[src/core/serdes_link_pkg.sv]
// Purpose: Shared constants for the serial link lock and sync logic
// Assumes: One 40 MHz core clock; the link is sampled as a plain input
// Notes: Frame is start bit, 10 data bits, stop bit
package serdes_link_pkg;
  localparam int WORD_W = 10;
  localparam int FRAME_W = 12;
  localparam int BIT_CYCLES = 4;
  localparam int SYNC_MIN_SYMBOLS = 1024;
  localparam int LOSS_COUNT = 4;
  localparam int LOCK_GOOD_WORDS = 4;
  localparam int SYMBOL_CNT_W = 11;
  localparam logic [WORD_W-1:0] SYNC_PATTERN = 10'h01f;
  localparam logic START_BIT = 1'b1;
  localparam logic STOP_BIT = 1'b0;
endpackage

[src/core/word_buffer.sv]
// Purpose: Two-entry buffer with valid and ready on both sides
// Assumes: Same clock on both sides
// Notes: Output data and valid come straight from flip-flops
`timescale 1ns/1ps
module word_buffer #(
  parameter int WIDTH = 10
) (
  // Clock and reset
  input wire logic clk,
  input wire logic resetn,
  // Fill side
  input wire logic inValid,
  output logic inReady,
  input wire logic [WIDTH-1:0] inData,
  // Drain side
  output logic outValid,
  input wire logic outReady,
  output logic [WIDTH-1:0] outData
);
  logic [WIDTH-1:0] spare_r;
  logic spareValid_r;
  logic outValid_r;
  logic [WIDTH-1:0] outData_r;
  wire takeIn = inValid && inReady;
  wire takeOut = outValid_r && outReady;

  assign inReady = !spareValid_r;
  assign outValid = outValid_r;
  assign outData = outData_r;

  // Head register and spare slot
  always_ff @(posedge clk or negedge resetn)
  begin
    if (!resetn)
    begin
      outValid_r <= 1'b0;
      outData_r <= '0;
      spareValid_r <= 1'b0;
      spare_r <= '0;
    end
    else if (!outValid_r || takeOut)
    begin
      outValid_r <= spareValid_r || takeIn;
      outData_r <= spareValid_r ? spare_r : inData;
      spareValid_r <= spareValid_r && takeIn;
      if (spareValid_r)
        spare_r <= inData;
    end
    else if (takeIn)
    begin
      spareValid_r <= 1'b1;
      spare_r <= inData;
    end
  end
endmodule

[src/core/serdes_link_lock_sync.sv]
// Purpose: Serializer framing and deserializer lock tracking for one link
// Assumes: Link line sampled by clk after two flip-flops
// Notes: Bit period is BIT_CYCLES core cycles in both directions
// Operation
// - Each 10-bit word framed by two clock bits
// - Receiver searches only while reference clock runs
// - Lock indicator high when unlocked, low locked
// - Parallel outputs released only after lock
// - Either sync request sends sync patterns
// - Random data alone can achieve lock
// - Output data valid while lock indicator low
// - Four consecutive bad clock bits drop lock
// - Up to three prior words may be corrupt
// - Relock by sync patterns or random lock
// - Transmitter high impedance forces loss of lock
// - At least 1024 sync symbols per request
// - Serial output off while enable low
// - Power down stops transmitter and floats output
// - Edge select picks rising or falling capture
`timescale 1ns/1ps
module serdes_link_lock_sync
  import serdes_link_pkg::*;
#(
  parameter int LOSS_LIMIT = LOSS_COUNT,
  parameter int GOOD_LIMIT = LOCK_GOOD_WORDS
) (
  // Clock and reset
  input wire logic clk,
  input wire logic resetn,
  // Transmit parallel side
  input wire logic transmitWordClock,
  input wire logic captureEdgeSelect,
  input wire logic [WORD_W-1:0] txWord,
  input wire logic syncRequestA,
  input wire logic syncRequestB,
  input wire logic serialOutputEnable,
  input wire logic powerDown_n,
  // Transmit serial side
  output logic serialOutPos,
  output logic serialOutNeg,
  output logic serialOutOe,
  // Receive serial side
  input wire logic serialInPos,
  input wire logic serialInNeg,
  input wire logic receiverReferenceClock,
  // Receive parallel side
  output logic [WORD_W-1:0] parallelOutputWord,
  output logic parallelOutputOe,
  output logic parallelOutputValid,
  input wire logic parallelOutputReady,
  output logic lock_n
);
  // Synchronisers for pins from outside the clock domain
  logic [1:0] wclkSync_r, refSync_r, rxPosSync_r, rxNegSync_r;
  logic wclkPrev_r, refPrev_r, rxPrev_r;
  always_ff @(posedge clk or negedge resetn)
  begin
    if (!resetn)
    begin
      wclkSync_r <= '0;
      refSync_r <= '0;
      rxPosSync_r <= '0;
      rxNegSync_r <= '0;
      wclkPrev_r <= 1'b0;
      refPrev_r <= 1'b0;
      rxPrev_r <= 1'b0;
    end
    else
    begin
      wclkSync_r <= {wclkSync_r[0], transmitWordClock};
      refSync_r <= {refSync_r[0], receiverReferenceClock};
      rxPosSync_r <= {rxPosSync_r[0], serialInPos};
      rxNegSync_r <= {rxNegSync_r[0], serialInNeg};
      wclkPrev_r <= wclkSync_r[1];
      refPrev_r <= refSync_r[1];
      rxPrev_r <= rxPosSync_r[1];
    end
  end

  // Capture edge chosen by edge select
  wire wclkRise = wclkSync_r[1] && !wclkPrev_r;
  wire wclkFall = !wclkSync_r[1] && wclkPrev_r;
  wire captureEdge = captureEdgeSelect ? wclkRise : wclkFall;
  wire syncAny = syncRequestA || syncRequestB;
  wire txActive = powerDown_n && serialOutputEnable;

  // Parallel capture register
  logic [WORD_W-1:0] txHold_r;
  always_ff @(posedge clk or negedge resetn)
  begin
    if (!resetn)
      txHold_r <= '0;
    else if (captureEdge)
      txHold_r <= txWord;
  end

  // Serializer bit timing
  logic [1:0] txTick_r;
  logic [3:0] txBit_r;
  logic [FRAME_W-1:0] txShift_r;
  logic [SYMBOL_CNT_W-1:0] syncLeft_r;
  wire txBitEnd = (txTick_r == 2'(BIT_CYCLES - 1));
  wire txFrameEnd = txBitEnd && (txBit_r == 4'(FRAME_W - 1));
  wire sendSync = syncAny || (syncLeft_r != '0);
  wire syncReload = syncAny && (syncLeft_r == '0 ||
    (txFrameEnd && syncLeft_r == SYMBOL_CNT_W'(1)));
  wire [WORD_W-1:0] txPayload = sendSync ? SYNC_PATTERN : txHold_r;
  wire [FRAME_W-1:0] txFrame = {STOP_BIT, txPayload, START_BIT};

  always_ff @(posedge clk or negedge resetn)
  begin
    if (!resetn)
    begin
      txTick_r <= '0;
      txBit_r <= '0;
      txShift_r <= '0;
      syncLeft_r <= '0;
    end
    else if (!powerDown_n)
    begin
      txTick_r <= '0;
      txBit_r <= '0;
      txShift_r <= '0;
      syncLeft_r <= '0;
    end
    else
    begin
      txTick_r <= txTick_r + 2'd1;
      // A request of any length loads a full run of sync frames
      if (syncReload)
        syncLeft_r <= SYMBOL_CNT_W'(SYNC_MIN_SYMBOLS);
      else if (txFrameEnd && syncLeft_r != '0)
        syncLeft_r <= syncLeft_r - 1'b1;
      if (txBitEnd)
      begin
        if (txFrameEnd)
        begin
          txBit_r <= '0;
          txShift_r <= txFrame;
        end
        else
        begin
          txBit_r <= txBit_r + 4'd1;
          txShift_r <= {1'b0, txShift_r[FRAME_W-1:1]};
        end
      end
    end
  end

  // Serial outputs registered, driven only when enabled
  always_ff @(posedge clk or negedge resetn)
  begin
    if (!resetn)
    begin
      serialOutPos <= 1'b0;
      serialOutNeg <= 1'b1;
      serialOutOe <= 1'b0;
    end
    else
    begin
      serialOutPos <= txShift_r[0];
      serialOutNeg <= !txShift_r[0];
      serialOutOe <= txActive;
    end
  end

  // Receive side: reference clock watchdog
  logic [3:0] refIdle_r;
  wire refEdge = refSync_r[1] ^ refPrev_r;
  wire refRunning = (refIdle_r != 4'hf);
  always_ff @(posedge clk or negedge resetn)
  begin
    if (!resetn)
      refIdle_r <= 4'hf;
    else if (refEdge)
      refIdle_r <= '0;
    else if (refRunning)
      refIdle_r <= refIdle_r + 4'd1;
  end

  // Line activity: a floating line shows both legs equal
  wire lineDriven = rxPosSync_r[1] ^ rxNegSync_r[1];
  wire rxBit = rxPosSync_r[1];

  // Deserializer frame receiver
  logic [1:0] rxTick_r;
  logic [3:0] rxBit_r;
  logic [FRAME_W-1:0] rxShift_r;
  logic rxFraming_r;
  wire rxStartEdge = rxBit && !rxPrev_r && !rxFraming_r;
  wire rxSample = rxFraming_r && (rxTick_r == 2'(BIT_CYCLES / 2));
  wire rxLast = rxSample && (rxBit_r == 4'(FRAME_W - 1));
  wire [FRAME_W-1:0] rxFrame = {rxBit, rxShift_r[FRAME_W-1:1]};
  wire clockBitsOk = rxFrame[0] == START_BIT &&
                     rxFrame[FRAME_W-1] == STOP_BIT;
  wire rxWordDone = rxLast && lineDriven;

  always_ff @(posedge clk or negedge resetn)
  begin
    if (!resetn)
    begin
      rxTick_r <= '0;
      rxBit_r <= '0;
      rxShift_r <= '0;
      rxFraming_r <= 1'b0;
    end
    else if (!refRunning)
      rxFraming_r <= 1'b0;
    else if (rxStartEdge)
    begin
      rxFraming_r <= 1'b1;
      rxTick_r <= 2'd1;
      rxBit_r <= '0;
    end
    else if (rxFraming_r)
    begin
      rxTick_r <= rxTick_r + 2'd1;
      if (rxSample)
      begin
        rxShift_r <= rxFrame;
        rxBit_r <= rxBit_r + 4'd1;
        if (rxLast)
          rxFraming_r <= 1'b0;
      end
    end
  end

  // Lock tracking: good words build lock, bad ones tear it down
  logic locked_r;
  logic [2:0] badCnt_r, goodCnt_r;
  wire lineDrop = !lineDriven && rxSample;
  wire badWord = rxLast && (!clockBitsOk || !lineDriven);
  always_ff @(posedge clk or negedge resetn)
  begin
    if (!resetn)
    begin
      locked_r <= 1'b0;
      badCnt_r <= '0;
      goodCnt_r <= '0;
    end
    else if (!refRunning || (lineDrop && locked_r))
    begin
      locked_r <= 1'b0;
      badCnt_r <= '0;
      goodCnt_r <= '0;
    end
    else if (rxLast)
    begin
      if (!badWord)
      begin
        badCnt_r <= '0;
        if (!locked_r && goodCnt_r == 3'(GOOD_LIMIT - 1))
          locked_r <= 1'b1;
        else if (!locked_r)
          goodCnt_r <= goodCnt_r + 3'd1;
      end
      else
      begin
        goodCnt_r <= '0;
        if (locked_r && badCnt_r == 3'(LOSS_LIMIT - 1))
        begin
          locked_r <= 1'b0;
          badCnt_r <= '0;
        end
        else if (locked_r)
          badCnt_r <= badCnt_r + 3'd1;
      end
    end
  end

  // Words go out through the buffer only while locked
  word_buffer #(
    .WIDTH(WORD_W)
  ) u_buf (
    .clk(clk),
    .resetn(resetn),
    .inValid(rxWordDone && locked_r),
    .inReady(),
    .inData(rxFrame[FRAME_W-2:1]),
    .outValid(parallelOutputValid),
    .outReady(parallelOutputReady),
    .outData(parallelOutputWord)
  );

  // Output pins registered
  always_ff @(posedge clk or negedge resetn)
  begin
    if (!resetn)
    begin
      lock_n <= 1'b1;
      parallelOutputOe <= 1'b0;
    end
    else
    begin
      lock_n <= !locked_r;
      parallelOutputOe <= locked_r;
    end
  end

  // With the line driven and the reference clock running, lock is lost only at the fourth bad word in a row
  chk_loss_after_four: assert property (
    @(posedge clk) disable iff (!resetn)
    (locked_r && badWord && refRunning && !lineDrop && badCnt_r < 3'(LOSS_LIMIT - 1))
    |=> locked_r)
    else $error("lock dropped before four bad words");

  // Lock indicator follows internal lock one cycle later
  chk_lock_pin: assert property (
    @(posedge clk) disable iff (!resetn)
    1'b1 |=> lock_n == !$past(locked_r))
    else $error("lock indicator wrong");

  // Outputs float while unlocked
  chk_out_float: assert property (
    @(posedge clk) disable iff (!resetn)
    lock_n |-> !parallelOutputOe)
    else $error("outputs driven while unlocked");

  // Serial output off when disabled
  chk_tx_float: assert property (
    @(posedge clk) disable iff (!resetn)
    !serialOutputEnable |=> !serialOutOe)
    else $error("serial driven while disabled");

  // A sync request keeps the symbol counter loaded
  chk_sync_count: assert property (
    @(posedge clk) disable iff (!resetn)
    syncAny && powerDown_n ##1 powerDown_n |-> syncLeft_r != '0)
    else $error("sync request lost");

  // No lock survives a stopped reference clock
  chk_ref_lock: assert property (
    @(posedge clk) disable iff (!resetn)
    !refRunning |=> !locked_r)
    else $error("locked without reference clock");
endmodule

[config.mk]
export PLATFORM = sky130hd
export DESIGN_NAME = serdes_link_lock_sync
export DESIGN_NICKNAME = d
export VERILOG_FILES = /design/src/core/serdes_link_pkg.sv /design/src/core/word_buffer.sv /design/src/core/serdes_link_lock_sync.sv
export SDC_FILE = /design/constraint.sdc
export NUM_CORES = 1
export LEC_CHECK = 0
export ABC_CLOCK_PERIOD_IN_PS = 2800
export BUFFER_PORTS_ARGS = -buffer_cell sky130_fd_sc_hd__buf_2
export CAP_MARGIN = 20
export CELL_PAD_IN_SITES_DETAIL_PLACEMENT = 1
export CELL_PAD_IN_SITES_GLOBAL_PLACEMENT = 2
export CORE_MARGIN = 5
export CORE_UTILIZATION = 40
export DETAILED_ROUTE_END_ITERATION = 7
export PLACE_DENSITY_LB_ADDON = 0.1
export SYNTH_ARGS = -nofsm -noshare
export SYNTH_HDL_FRONTEND = slang
export SYNTH_HIERARCHICAL = 1
export SYNTH_SLANG_ARGS = --single-unit
[constraint.sdc]
create_clock -name clk -period 2.8 [get_ports clk]
set_clock_uncertainty 0.1 [all_clocks]
set_input_delay 0.14 -clock clk [delete_from_list [all_inputs] [get_ports clk]]
set_output_delay 0.14 -clock clk [all_outputs]
set_load 0.02 [all_outputs]
### After elaboration in Yosys (flattened, before gate mapping)

Cells that the tools add are included.

| word-level totals | value |
|---|---|
| register bits | 107 |
| input port bits | 22 |
| logic and storage cells | 156 |

| cells by class | value |
|---|---|
| add/subtract/negate cells | 8 |
| equality and inequality tests | 15 |
| multiplexer cells | 45 |
| bitwise gates (word level) | 4 |
| reductions and logical operators | 55 |

Operator list:

| operator | number |
|---|---|
| 2-to-1 mux 10 bit | 5 |
| 2-to-1 mux 11 bit | 4 |
| 2-to-1 mux 4 bit | 8 |
| 2-to-1 mux 3 bit | 10 |
| 2-to-1 mux 12 bit | 2 |
| logical AND 1 bit | 22 |
| 2-to-1 mux 1 bit | 13 |
| adder 4 x 1 -> 4 bit (second input constant) | 3 |
| equality test 11 x 1 -> 1 bit (second input constant) | 1 |
| zero test 1 bit | 11 |
| zero test 11 bit | 1 |
| nonzero test 11 bit | 1 |
| subtractor 11 x 1 -> 11 bit (second input constant) | 1 |
| nonzero test 2 bit | 5 |
| != test 3 x 1 -> 1 bit (second input constant) | 3 |
| AND reduction 3 bit | 3 |
| equality test 4 bit (second input constant) | 2 |
| logical OR 1 bit | 7 |
| adder 3 x 1 -> 3 bit (second input constant) | 2 |
| equality test 3 x 2 -> 1 bit (second input constant) | 2 |
| 2-to-1 mux 2 bit | 3 |
| AND reduction 2 bit | 3 |
| adder 2 x 1 -> 2 bit (second input constant) | 2 |
| equality test 2 bit (second input constant) | 2 |
| 8 further kinds | 11 |

### Longest topological paths before layout

Gate-level depths: netlist of run 1.

| logic depth | value |
|---|---|
| word-level depth | 8 |
| depth in mapped cells | 10 |
| depth with buffers taken out | 8 |

### Modules after synthesis

The synthesis of run 1 kept the hierarchy.

Modules (own cells, without submodules):

| module | times used | cells an instance | area each (um^2) | sequential area each (um^2) |
|---|---|---|---|---|
| serdes_link_lock_sync | 1 | 333 | 3703.6 | 2084.5 |
| word_buffer | 1 | 104 | 1136.1 | 550.5 |

### Worst setup path before layout of run 1

OpenSTA, ideal clock, no wires.

| path | value |
|---|---|
| path type | flip-flop to flip-flop |
| start point | register rxTick_r[0] |
| end point | register u_buf.spare_r[7] |
| library setup time | 0.128 ns |
| arrival time | 2.009 ns |
| setup slack | 0.563 ns |
| cell stages (with the launch flop) | 10 |
| clock period less this slack | 2.237 ns |
| cell sequence | dfrtp_1 inv_1 ha_1 and4b_1 and2_1 clkbuf_1 and3_1 nand3b_2 mux2i_1 mux2_1 |

| on the way | value |
|---|---|
| longest elaborated chain between the ends | 8 |

RTL lines:

| what | RTL line | RTL |
|---|---|---|
| start, declared | serdes_link_lock_sync.sv:186 | `logic [1:0] rxTick_r;` |
| start signal, assigned | serdes_link_lock_sync.sv:217 | `rxTick_r <= rxTick_r + 2'd1;` |
| equality test 2 bit | serdes_link_lock_sync.sv:191 | `wire rxSample = rxFraming_r && (rxTick_r == 2'(BIT_CYCLES / 2));` |
| logical AND 1 bit | serdes_link_lock_sync.sv:191 |  |
| logical AND 1 bit | serdes_link_lock_sync.sv:192 | `wire rxLast = rxSample && (rxBit_r == 4'(FRAME_W - 1));` |
| logical AND 1 bit | serdes_link_lock_sync.sv:196 | `wire rxWordDone = rxLast && lineDriven;` |
| logical AND 1 bit | serdes_link_lock_sync.sv:277 | `.inValid(rxWordDone && locked_r),` |
| logical AND 1 bit | word_buffer.sv:24 | `wire takeIn = inValid && inReady;` |
| nonzero test 2 bit (no source line) | - |  |
| AND reduction 2 bit (no source line) | - |  |
| end signal, assigned | word_buffer.sv:47 | `spare_r <= inData;` |
| end signal, assigned | word_buffer.sv:52 | `spare_r <= inData;` |
| end, declared | word_buffer.sv:20 | `logic [WIDTH-1:0] spare_r;` |

Every way passes these cells.
A chain may end at the register's enable or synchronous reset.

### Worst setup path after layout of run 1

Ends and elaborated chain as after synthesis.

==> flow_summary.yaml, run 1 <==
logic_synthesis:
  synthXorXnorAreaFrac_pct: 0.724
  async_reset_ff_share_pct: 100
  syn-instance-count: 437
  synth_top_family_by_area: "simple AND/OR/NAND/NOR gates"
  yosysSeqAreaShare_pct: 54.4
  ys_ff_latch: 105
  synth_top_area_share_pct: 51.2
  synth_ff_type: "dfrtp_1"
  synth_mux_area_share_pct: 11.0
  ys_top_cells_by_area: "dfrtp_1 (51%), mux2_2 (5.4%), mux2i_1 (5.2%), nand2_1 (4.4%), dfstp_2 (3.3%)"
  yosysTopAreaCell: "dfrtp_1"
  synth_cell_types: 58
  synth_adder_area_share_pct: 2.84
  synth_most_common_cell: "dfrtp_1"
  synthSimpleGateAreaFrac_pct: 15.7
  synth_compound_gate_area_share_pct: 12.3
  synthTopCellsByCount: "dfrtp_1 (99), nand2_1 (57), nor2_1 (27)"
  synth_enable_flop_cells: 0
  netlist_area_mm2: 0.00484
  syn-num-nets: 470
  avgSynthCellArea_um2: 11.1
  yosysWarningCount: 6
floorplan:
  io_pins: 38
  dieArea_mm2: 0.0144
  placementRows: 40
  die_w_um: 120
  die_h_um: 120
  coreArea_mm2: 0.0119
  initial_core_util_pct: 40.6
worst_setup_path:
  crit_buf_inv: 1
  cp_max_fo: 10
  cp_cell_sequence: "inv_1 -> ha_1 -> and4b_1 -> and2_1 -> and3_1 -> nand3b_2 -> mux2i_1 -> mux2_1"
  slowest_stage: "dfrtp_1"
  path_class: "reg -> reg"
  critical_path_required_ps: 2930
  critical-path-top-delay-family: "simple AND/OR/NAND/NOR gates"
  cp-startpoint: "rxTick_r[0]"
  critPathArrivalTime_ps: 2550
  r2r_end: "u_buf/spare_r[7]"
  rrSetupSlack_ps: 380
  rr_startpoint: "rxTick_r[0]"
  r2r_cells: 8
  critPathMaxStageDelay_ps: 390
  cp-end-kind: "flip-flop"
  cp.depth: 8
  crit_path_end: "u_buf/spare_r[7]"
  start_kind: "flip-flop"
clocking:
  h-tree-depth: 3
  cts_buffer_depth: 2
  worstSkewPairLatency_ps: 350
  cts.sinks: 105
  cts_tree: "yes"
  post-cts-setup-buffers: 0
  cts_root_buf: "clkbuf_16"
  clkTransAtPathRegs_ps: 70
  cts_made_buffers: 9
sta:
  fmax_mhz: 414
  rsz0062_at_grt: "no"
  finalMaxSlewViolations: 0
  period_minus_slack_ps: 2420
  setup_viol: 0
  finalCritPeriodShare_pct: 86.3
  finalHoldViolations: 0
  tns_ps: 0
  worstMarginPinSlew_ps: 846
  relSlewSlack_pct: 43.5
outcome:
  status: "completed"
drt:
  drt_wl_total_um: 9950
  ant_nets: 0
  drc_errors: 0
  wl_per_cell_um: 15.5
  drtIter0Drc: 156
  firstDrtPassIters: 4
  num_vias: 3434
  viasPerCell: 5.33
placement:
  dpl.hpwl_um: 6820
  gp_congestion: 0.830
  postPlaceCellArea_mm2: 0.00519
  io_buffers: 37
cells_and_area:
  nets: 525
  final_area_mm2: 0.00568
  fin_util_pct: 47.6
  syn2layout_area_growth_pct: 17.3
  drive_gt1_share_pct: 21.7
  num_antenna_cells: 0
global_route:
  grt_pass1_vias: 3612
  antenna_found_initial: 0
  grt_max_degree: 58
  grt_first_pass_wirelength_um: 17400
  overflow: 0
  grtUsageTotal_pct: 14.9
hold_path:
  hold_class: "in -> reg"
pwr:
  p_leak_uw: 0.00250
  ir_drop_mv: 0.250
  pwr_density_cell_mw_per_mm2: 719
flow_run:
  maxCapViolations: 0
## report_power, final
part	leakage [uW]	total, uW	internal (uW)	switching, uW
registers	0.00134	1970	1770	199
clock network	0.000149	1360	787	568
logic	0.00101	763	366	397
## how the worst min path moves through the flow
| stage | end | from | slack (ps) | cells after the start |
|---|---|---|---|---|
| after global routing | txShift_r[10] | syncRequestB | 180 | 5 |
| after floorplan | badCnt_r[0] | resetn | -260 | 0 |
| after detailed placement | wclkSync_r[0] | transmitWordClock | 150 | 1 |
| after global placement | refSync_r[0] | receiverReferenceClock | 150 | 1 |
| after CTS | txShift_r[10] | syncRequestB | 170 | 5 |
| final | txShift_r[10] | syncRequestB | 170 | 5 |
## layer usage
layer	track usage (%)	wire (um)	vias up
li1	-	-	1672
met2	24.9	4800	30
met5	0	0	-
met4	4.08	121	0
met3	4.38	331	9
met1	18.8	4700	1723
## final cells by class
| type | count | area (um2) |
|---|---|---|
| Tap cell | 147 | 184 |
| Sequential cell | 105 | 2640 |
| Clock inverter | 6 | 92.6 |
| Multi-Input combinational cell | 303 | 2060 |
| Clock buffer | 10 | 229 |
| Inverter | 10 | 37.5 |
| Timing Repair Buffer | 63 | 435 |
| Fill cell | 1315 | 6240 |
## metrics by stage
step / hold slack, ps / std cells / worst slack (ps) / power (uW)
after floorplan: -256 / 437 / 563 / 2490
after global placement: 149 / 612 / 427 / 2720
after detailed placement: 150 / 612 / 362 / 2760
after CTS: 170 / 644 / 354 / 4160
after global routing: 184 / 644 / 191 / 4330
final: 175 / 644 / 385 / 4080
## tightest hold or removal path, delay by kind of cell
family                 cells  cell delay, ps
buffers and inverters      2             250
and+or+nand+nor            2             130
AOI/OAI and AO/OA          1              70
## sequential cells by signal (all words and copies together) (netlist names), 4 cells and up
register	cells
rxShift_r	11
refIdle_r	4
syncLeft_r	11
txHold_r	10
txShift_r	11
txBit_r	4
u_buf/spare_r	10
rxBit_r	4
u_buf/outData	10
## cell usage in the layout (no fill, tap or decap), types with 4 or more instances in the layout
cell           instances
mux2i_1               25
a21oi_1               19
nor2b_1                5
buf_2                 36
buf_4                 10
o21ai_1               13
nand2_1               57
nor4_1                 5
inv_1                  9
nand3_1               13
ha_1                  11
dlygate4sd3_1         16
o311ai_0               5
o21ai_0               21
a22oi_2                7
clkbuf_16              9
nor3_1                 4
dfrtp_1               99
nor2_1                27
mux2_2                23
dfstp_2                6
a22oi_1                4
and2_1                 6
and3_1                 4
## cell families (layout without fill, tap and decap cells)
family,after synthesis,after routing
multiplexers,50,50
AO/OA/AOI/OAI,91,91
adder cells (fa/ha/maj),11,11
buffers and inverters,29,89
AND/OR/NAND/NOR,147,147
flip-flops,105,105
XOR/XNOR,4,4
## repair_timing
action	CTS	global route
hold buffers	16	0
resized for setup	0	0
setup endpoints to repair	0	0
hold endpoints to repair	69	0
Power figures use the tool's default switching activity.
==> inputs of run 2 (changes only) <==
ABC_CLOCK_PERIOD_IN_PS = 3000   (was 2800)
CORE_UTILIZATION = 43   (was 40)
clock period = 3 ns   (was 2.8 ns; I/O delays follow)
==> run 2 against run 1 <==
Net effect: sequential cell count did not move; total power decreased by 7.9%; clock-buffer cell count rose by 2; sequential share of layout area up 0.37 points; maximum frequency decreased by 2.1%; critical path type unchanged; highest routed layer unchanged.
==> flow_summary.yaml, run 2 (same netlist as run 1, synthesis figures left out) <==
clocking:
  ctsResizeCount: 0
  worstSkewPairLatency_ps: 350
  cts_buffer_depth: 2
  h-tree-depth: 3
  clkTransAtPathRegs_ps: 70
  post-cts-setup-buffers: 0
  cts_made_buffers: 9
  cts_root_buf: "clkbuf_16"
  cts.sinks: 105
  cts_tree: "yes"
  hold_buffers: 16
floorplan:
  placementRows: 38
  coreArea_mm2: 0.0109
  die_h_um: 116
  dieArea_mm2: 0.0135
  die_w_um: 116
  io_pins: 38
  initial_core_util_pct: 44.3
worst_setup_path:
  cp_cell_sequence: "inv_1 -> ha_1 -> and4b_1 -> and2_1 -> and3_1 -> and3b_1 -> a21oi_1 -> a22oi_2"
  r2r_cells: 8
  path_class: "reg -> reg"
  crit_buf_inv: 1
  rrSetupSlack_ps: 530
  critical_path_required_ps: 3150
  critical-path-top-delay-family: "simple AND/OR/NAND/NOR gates"
  cp-end-kind: "flip-flop"
  cp.depth: 8
  cp_max_fo: 9
  start_kind: "flip-flop"
  critPathArrivalTime_ps: 2620
  critPathMaxStageDelay_ps: 410
  slowest_stage: "and3b_1"
placement:
  place_ws_ps: 570
  io_buffers: 37
  dpl.hpwl_um: 6910
  gp_congestion: 0.704
sta:
  finalHoldViolations: 0
  relSlewSlack_pct: 39.9
  layout_setup_ws_ps: 533
  setup_viol: 0
  fmax_mhz: 405
  worstMarginPinSlew_ps: 901
  finalMaxSlewViolations: 0
  period_minus_slack_ps: 2470
  finalCritPeriodShare_pct: 82.2
  tns_ps: 0
  rsz0062_at_grt: "no"
pwr:
  pwr_density_cell_mw_per_mm2: 668
  p_leak_uw: 0.00248
  ir_drop_mv: 0.359
drt:
  wl_per_cell_um: 16.4
  drtIter0Drc: 173
  num_vias: 3468
  drt_wl_total_um: 10400
  firstDrtPassIters: 4
  viasPerCell: 5.47
  drc_errors: 0
  ant_nets: 0
global_route:
  overflow: 0
  grt_first_pass_wirelength_um: 18100
  grt_max_degree: 106
  grt_pass1_vias: 3680
  grtUsageTotal_pct: 17.0
  antenna_found_initial: 0
hold_path:
  hold_depth: 4
  hold_class: "in -> reg"
cells_and_area:
  nets: 522
  num_antenna_cells: 0
  final_common_cell: "dfrtp_1"
  syn2layout_area_growth_pct: 16.3
  drive_gt1_share_pct: 21.3
  final_cell_mix: "dfrtp_1 (99), nand2_1 (57), buf_2 (36), nor2_1 (27), mux2i_1 (25)"
  n_fill_cell: 1198
  reg_top3: "rxShift_r (11), syncLeft_r (11), txShift_r (11)"
flow_run:
  maxCapViolations: 0
outcome:
  status: "completed"
run 2: area by class of cell:
cell class / instances / area [um2] / area share, %
clock buffers: 12 / 256 / 4.56
clock inverters: 4 / 51.3 / 0.911
inverters: 10 / 37.5 / 0.667
multi-input cells: 303 / 2060 / 36.6
flip-flops and latches: 105 / 2640 / 46.8
well taps: 140 / 175 / 3.11
repair buffers: 60 / 413 / 7.33
run 2: report_power, final:
group	leakage, uW	switching [uW]	internal (uW)
combinational	0.000993	376	339
sequential	0.00134	188	1650
clock	0.000149	518	693
run 2: final timing paths:
check | startpoint | end
setup / recovery | rxTick_r[0] | u_buf/spare_r[5]
max in group asynchronous | resetn | syncLeft_r[4]
setup reg to reg | rxTick_r[0] | u_buf/spare_r[5]
min in group asynchronous | resetn | u_buf/outData[5]
hold reg to reg | rxPosSync_r[0] | rxPosSync_r[1]
hold / removal | syncRequestA | txShift_r[7]
run 2: worst min-delay path, stage by stage:
cell and delay (ps):
buf_2 100, nor3_1 100, nand3_1 90, o21ai_0 70
run 2: per-stage QoR:
step	utilization, %	total power [uW]	hold slack (ps)	instances	area, um2
4_1_cts	51.5	3820	117	634	5630
2_1_floorplan	-	2330	-246	437	4840
3_5_place_dp	47.2	2580	161	602	5160
5_1_grt	51.5	3990	139	634	5630
6_report	51.5	3760	119	634	5630
3_3_place_gp	47.2	2540	157	602	5160
run 2: metal layers:
layer | GRT usage (%) | part of all wire (%) | up-vias | wire, um
met4 | 6.50 | 1.5 | 0 | 161
met1 | 22.0 | 46 | 1758 | 4740
li1 | - | - | 1664 | -
met2 | 28.3 | 50 | 35 | 5220
met3 | 3.37 | 2.8 | 11 | 287
met5 | 0 | 0 | - | 0
==> inputs of run 3 (changes only) <==
ABC_CLOCK_PERIOD_IN_PS = 2600   (was 3000)
CORE_UTILIZATION = 40   (was 43)
clock period = 2.6 ns   (was 3 ns; I/O delays follow)
==> run 3 against run 2 <==
Net effect: sequential power rose by 15%; highest routed layer unchanged; non-clock buffer count is 5 higher; critical endpoint is now syncLeft_r[10]; maximum frequency up 5.6%.
==> flow_summary.yaml, run 3 (same netlist as run 1, synthesis figures left out) <==
clocking:
  worstSkewPairLatency_ps: 340
  cts_buffer_depth: 2
  clkTransAtPathRegs_ps: 70
  cts_root_buf: "clkbuf_16"
  h-tree-depth: 3
  cts.sinks: 105
  cts_tree: "yes"
  cts_made_buffers: 9
cells_and_area:
  multi_input_area_mm2: 0.00206
  drive_gt1_share_pct: 21.2
  final_common_cell: "dfrtp_1"
  num_antenna_cells: 0
  stdcell_count: 646
  final_cell_mix: "dfrtp_1 (99), nand2_1 (57), buf_2 (36), nor2_1 (27), mux2i_1 (25)"
  nets: 527
  syn2layout_area_growth_pct: 16.5
  fin_util_pct: 47.4
  n_fill_cell: 1329
  reg_top3: "rxShift_r (11), syncLeft_r (11), txShift_r (11)"
  seqCellArea_mm2: 0.00264
global_route:
  antenna_found_initial: 0
  overflow: 0
  grtUsageTotal_pct: 15.6
  grt_pass1_vias: 3647
  grt_max_degree: 47
  grt_first_pass_wirelength_um: 18100
sta:
  period_minus_slack_ps: 2340
  worstMarginPinSlew_ps: 952
  rsz0062_at_grt: "no"
  finalMaxSlewViolations: 0
  relSlewSlack_pct: 36.1
  tns_ps: 0
  fmax_mhz: 428
  layout_setup_ws_ps: 263
  finalCritPeriodShare_pct: 89.9
  setup_viol: 0
  finalHoldViolations: 0
floorplan:
  die_w_um: 120
  dieArea_mm2: 0.0144
  initial_core_util_pct: 40.6
  placementRows: 40
  coreArea_mm2: 0.0119
  io_pins: 38
  die_h_um: 120
worst_setup_path:
  start_kind: "flip-flop"
  cp_cell_sequence: "inv_1 -> ha_1 -> or4b_2 -> nor4_1 -> mux2_1 -> o21a_1"
  rr_startpoint: "syncLeft_r[0]"
  path_class: "reg -> reg"
  rrSetupSlack_ps: 260
  critPathArrivalTime_ps: 2470
  crit_path_end: "syncLeft_r[10]"
  slowest_stage: "or4b_2"
  critical_path_required_ps: 2730
  cp_max_fo: 5
  r2r_end: "syncLeft_r[10]"
  critPathMaxStageDelay_ps: 590
  cp-startpoint: "syncLeft_r[0]"
  r2r_cells: 6
  cp-end-kind: "flip-flop"
placement:
  dpl.hpwl_um: 7190
  io_buffers: 37
  gp_congestion: 0.757
  place_ws_ps: 268
  placed_cells: 614
drt:
  drc_errors: 0
  viasPerCell: 5.36
  firstDrtPassIters: 4
  ant_nets: 0
  num_vias: 3465
  wl_per_cell_um: 16.0
  drt_wl_total_um: 10300
  drtIter0Drc: 125
pwr:
  pwr_density_cell_mw_per_mm2: 745
  ir_drop_mv: 0.309
  p_leak_uw: 0.00249
hold_path:
  hold_class: "in -> reg"
outcome:
  status: "completed"
flow_run:
  maxCapViolations: 0
## run 3: metrics by stage
| stage | area [um2] | power [uW] | hold WS [ps] |
|---|---|---|---|
| after CTS | 5640 | 4290 | 63.0 |
| after global placement | 5210 | 2930 | 43.0 |
| after global routing | 5640 | 4480 | 82.8 |
| after floorplan | 4840 | 2680 | -266 |
| final | 5640 | 4200 | 71.8 |
| after detailed placement | 5210 | 2970 | 51.4 |
## run 3: worst min path at each step
stage	startpoint	cells after the start	endpoint	slack [ps]
finish	powerDown_n	2	txBit_r[3]	70
detailed placement	resetn	1	u_buf/outData[2]	50
global route	powerDown_n	2	txBit_r[1]	80
CTS	powerDown_n	2	txBit_r[3]	60
global placement	resetn	1	u_buf/outData[2]	40
floorplan	resetn	0	badCnt_r[0]	-270
## run 3: cell type report
cell class / instances / area share, %
Clock buffer: 16 / 4.81
Inverter: 10 / 0.665
Multi-Input combinational cell: 303 / 36.6
Sequential cell: 105 / 46.7
Tap cell: 147 / 3.26
Timing Repair Buffer: 65 / 7.99
## run 3: repair_timing
item                                   in CTS  in global routing
resized for setup                           0                  0
endpoints found under the hold margin      48                  0
setup buffers                               0                  0
hold buffers                               16                  0
## run 3: worst max-delay path: cells and delay by family (launching register included)
kind                       cells  cell delay, ps
muxes                          1             350
DFF                            1             420
buffers and inverters          1             100
AOI/OAI and AO/OA              1             160
adders and majority gates      1             210
and+or+nand+nor                2             870
## run 3: layer usage
| metal | track usage, % | up-vias | part of all wire [%] |
|---|---|---|---|
| met5 | 0 | - | 0 |
| met1 | 19.9 | 1750 | 46 |
| met4 | 5.37 | 0 | 1.5 |
| met2 | 26.4 | 32 | 50 |
| met3 | 3.11 | 11 | 2.4 |
| li1 | - | 1672 | - |
## run 3: where the power goes
part           total (uW)  internal (uW)  switching (uW)  leakage (uW)
Combinational         823            394             428       0.00102
Sequential           2120           1900             217       0.00134
Clock                1260            705             557      0.000131
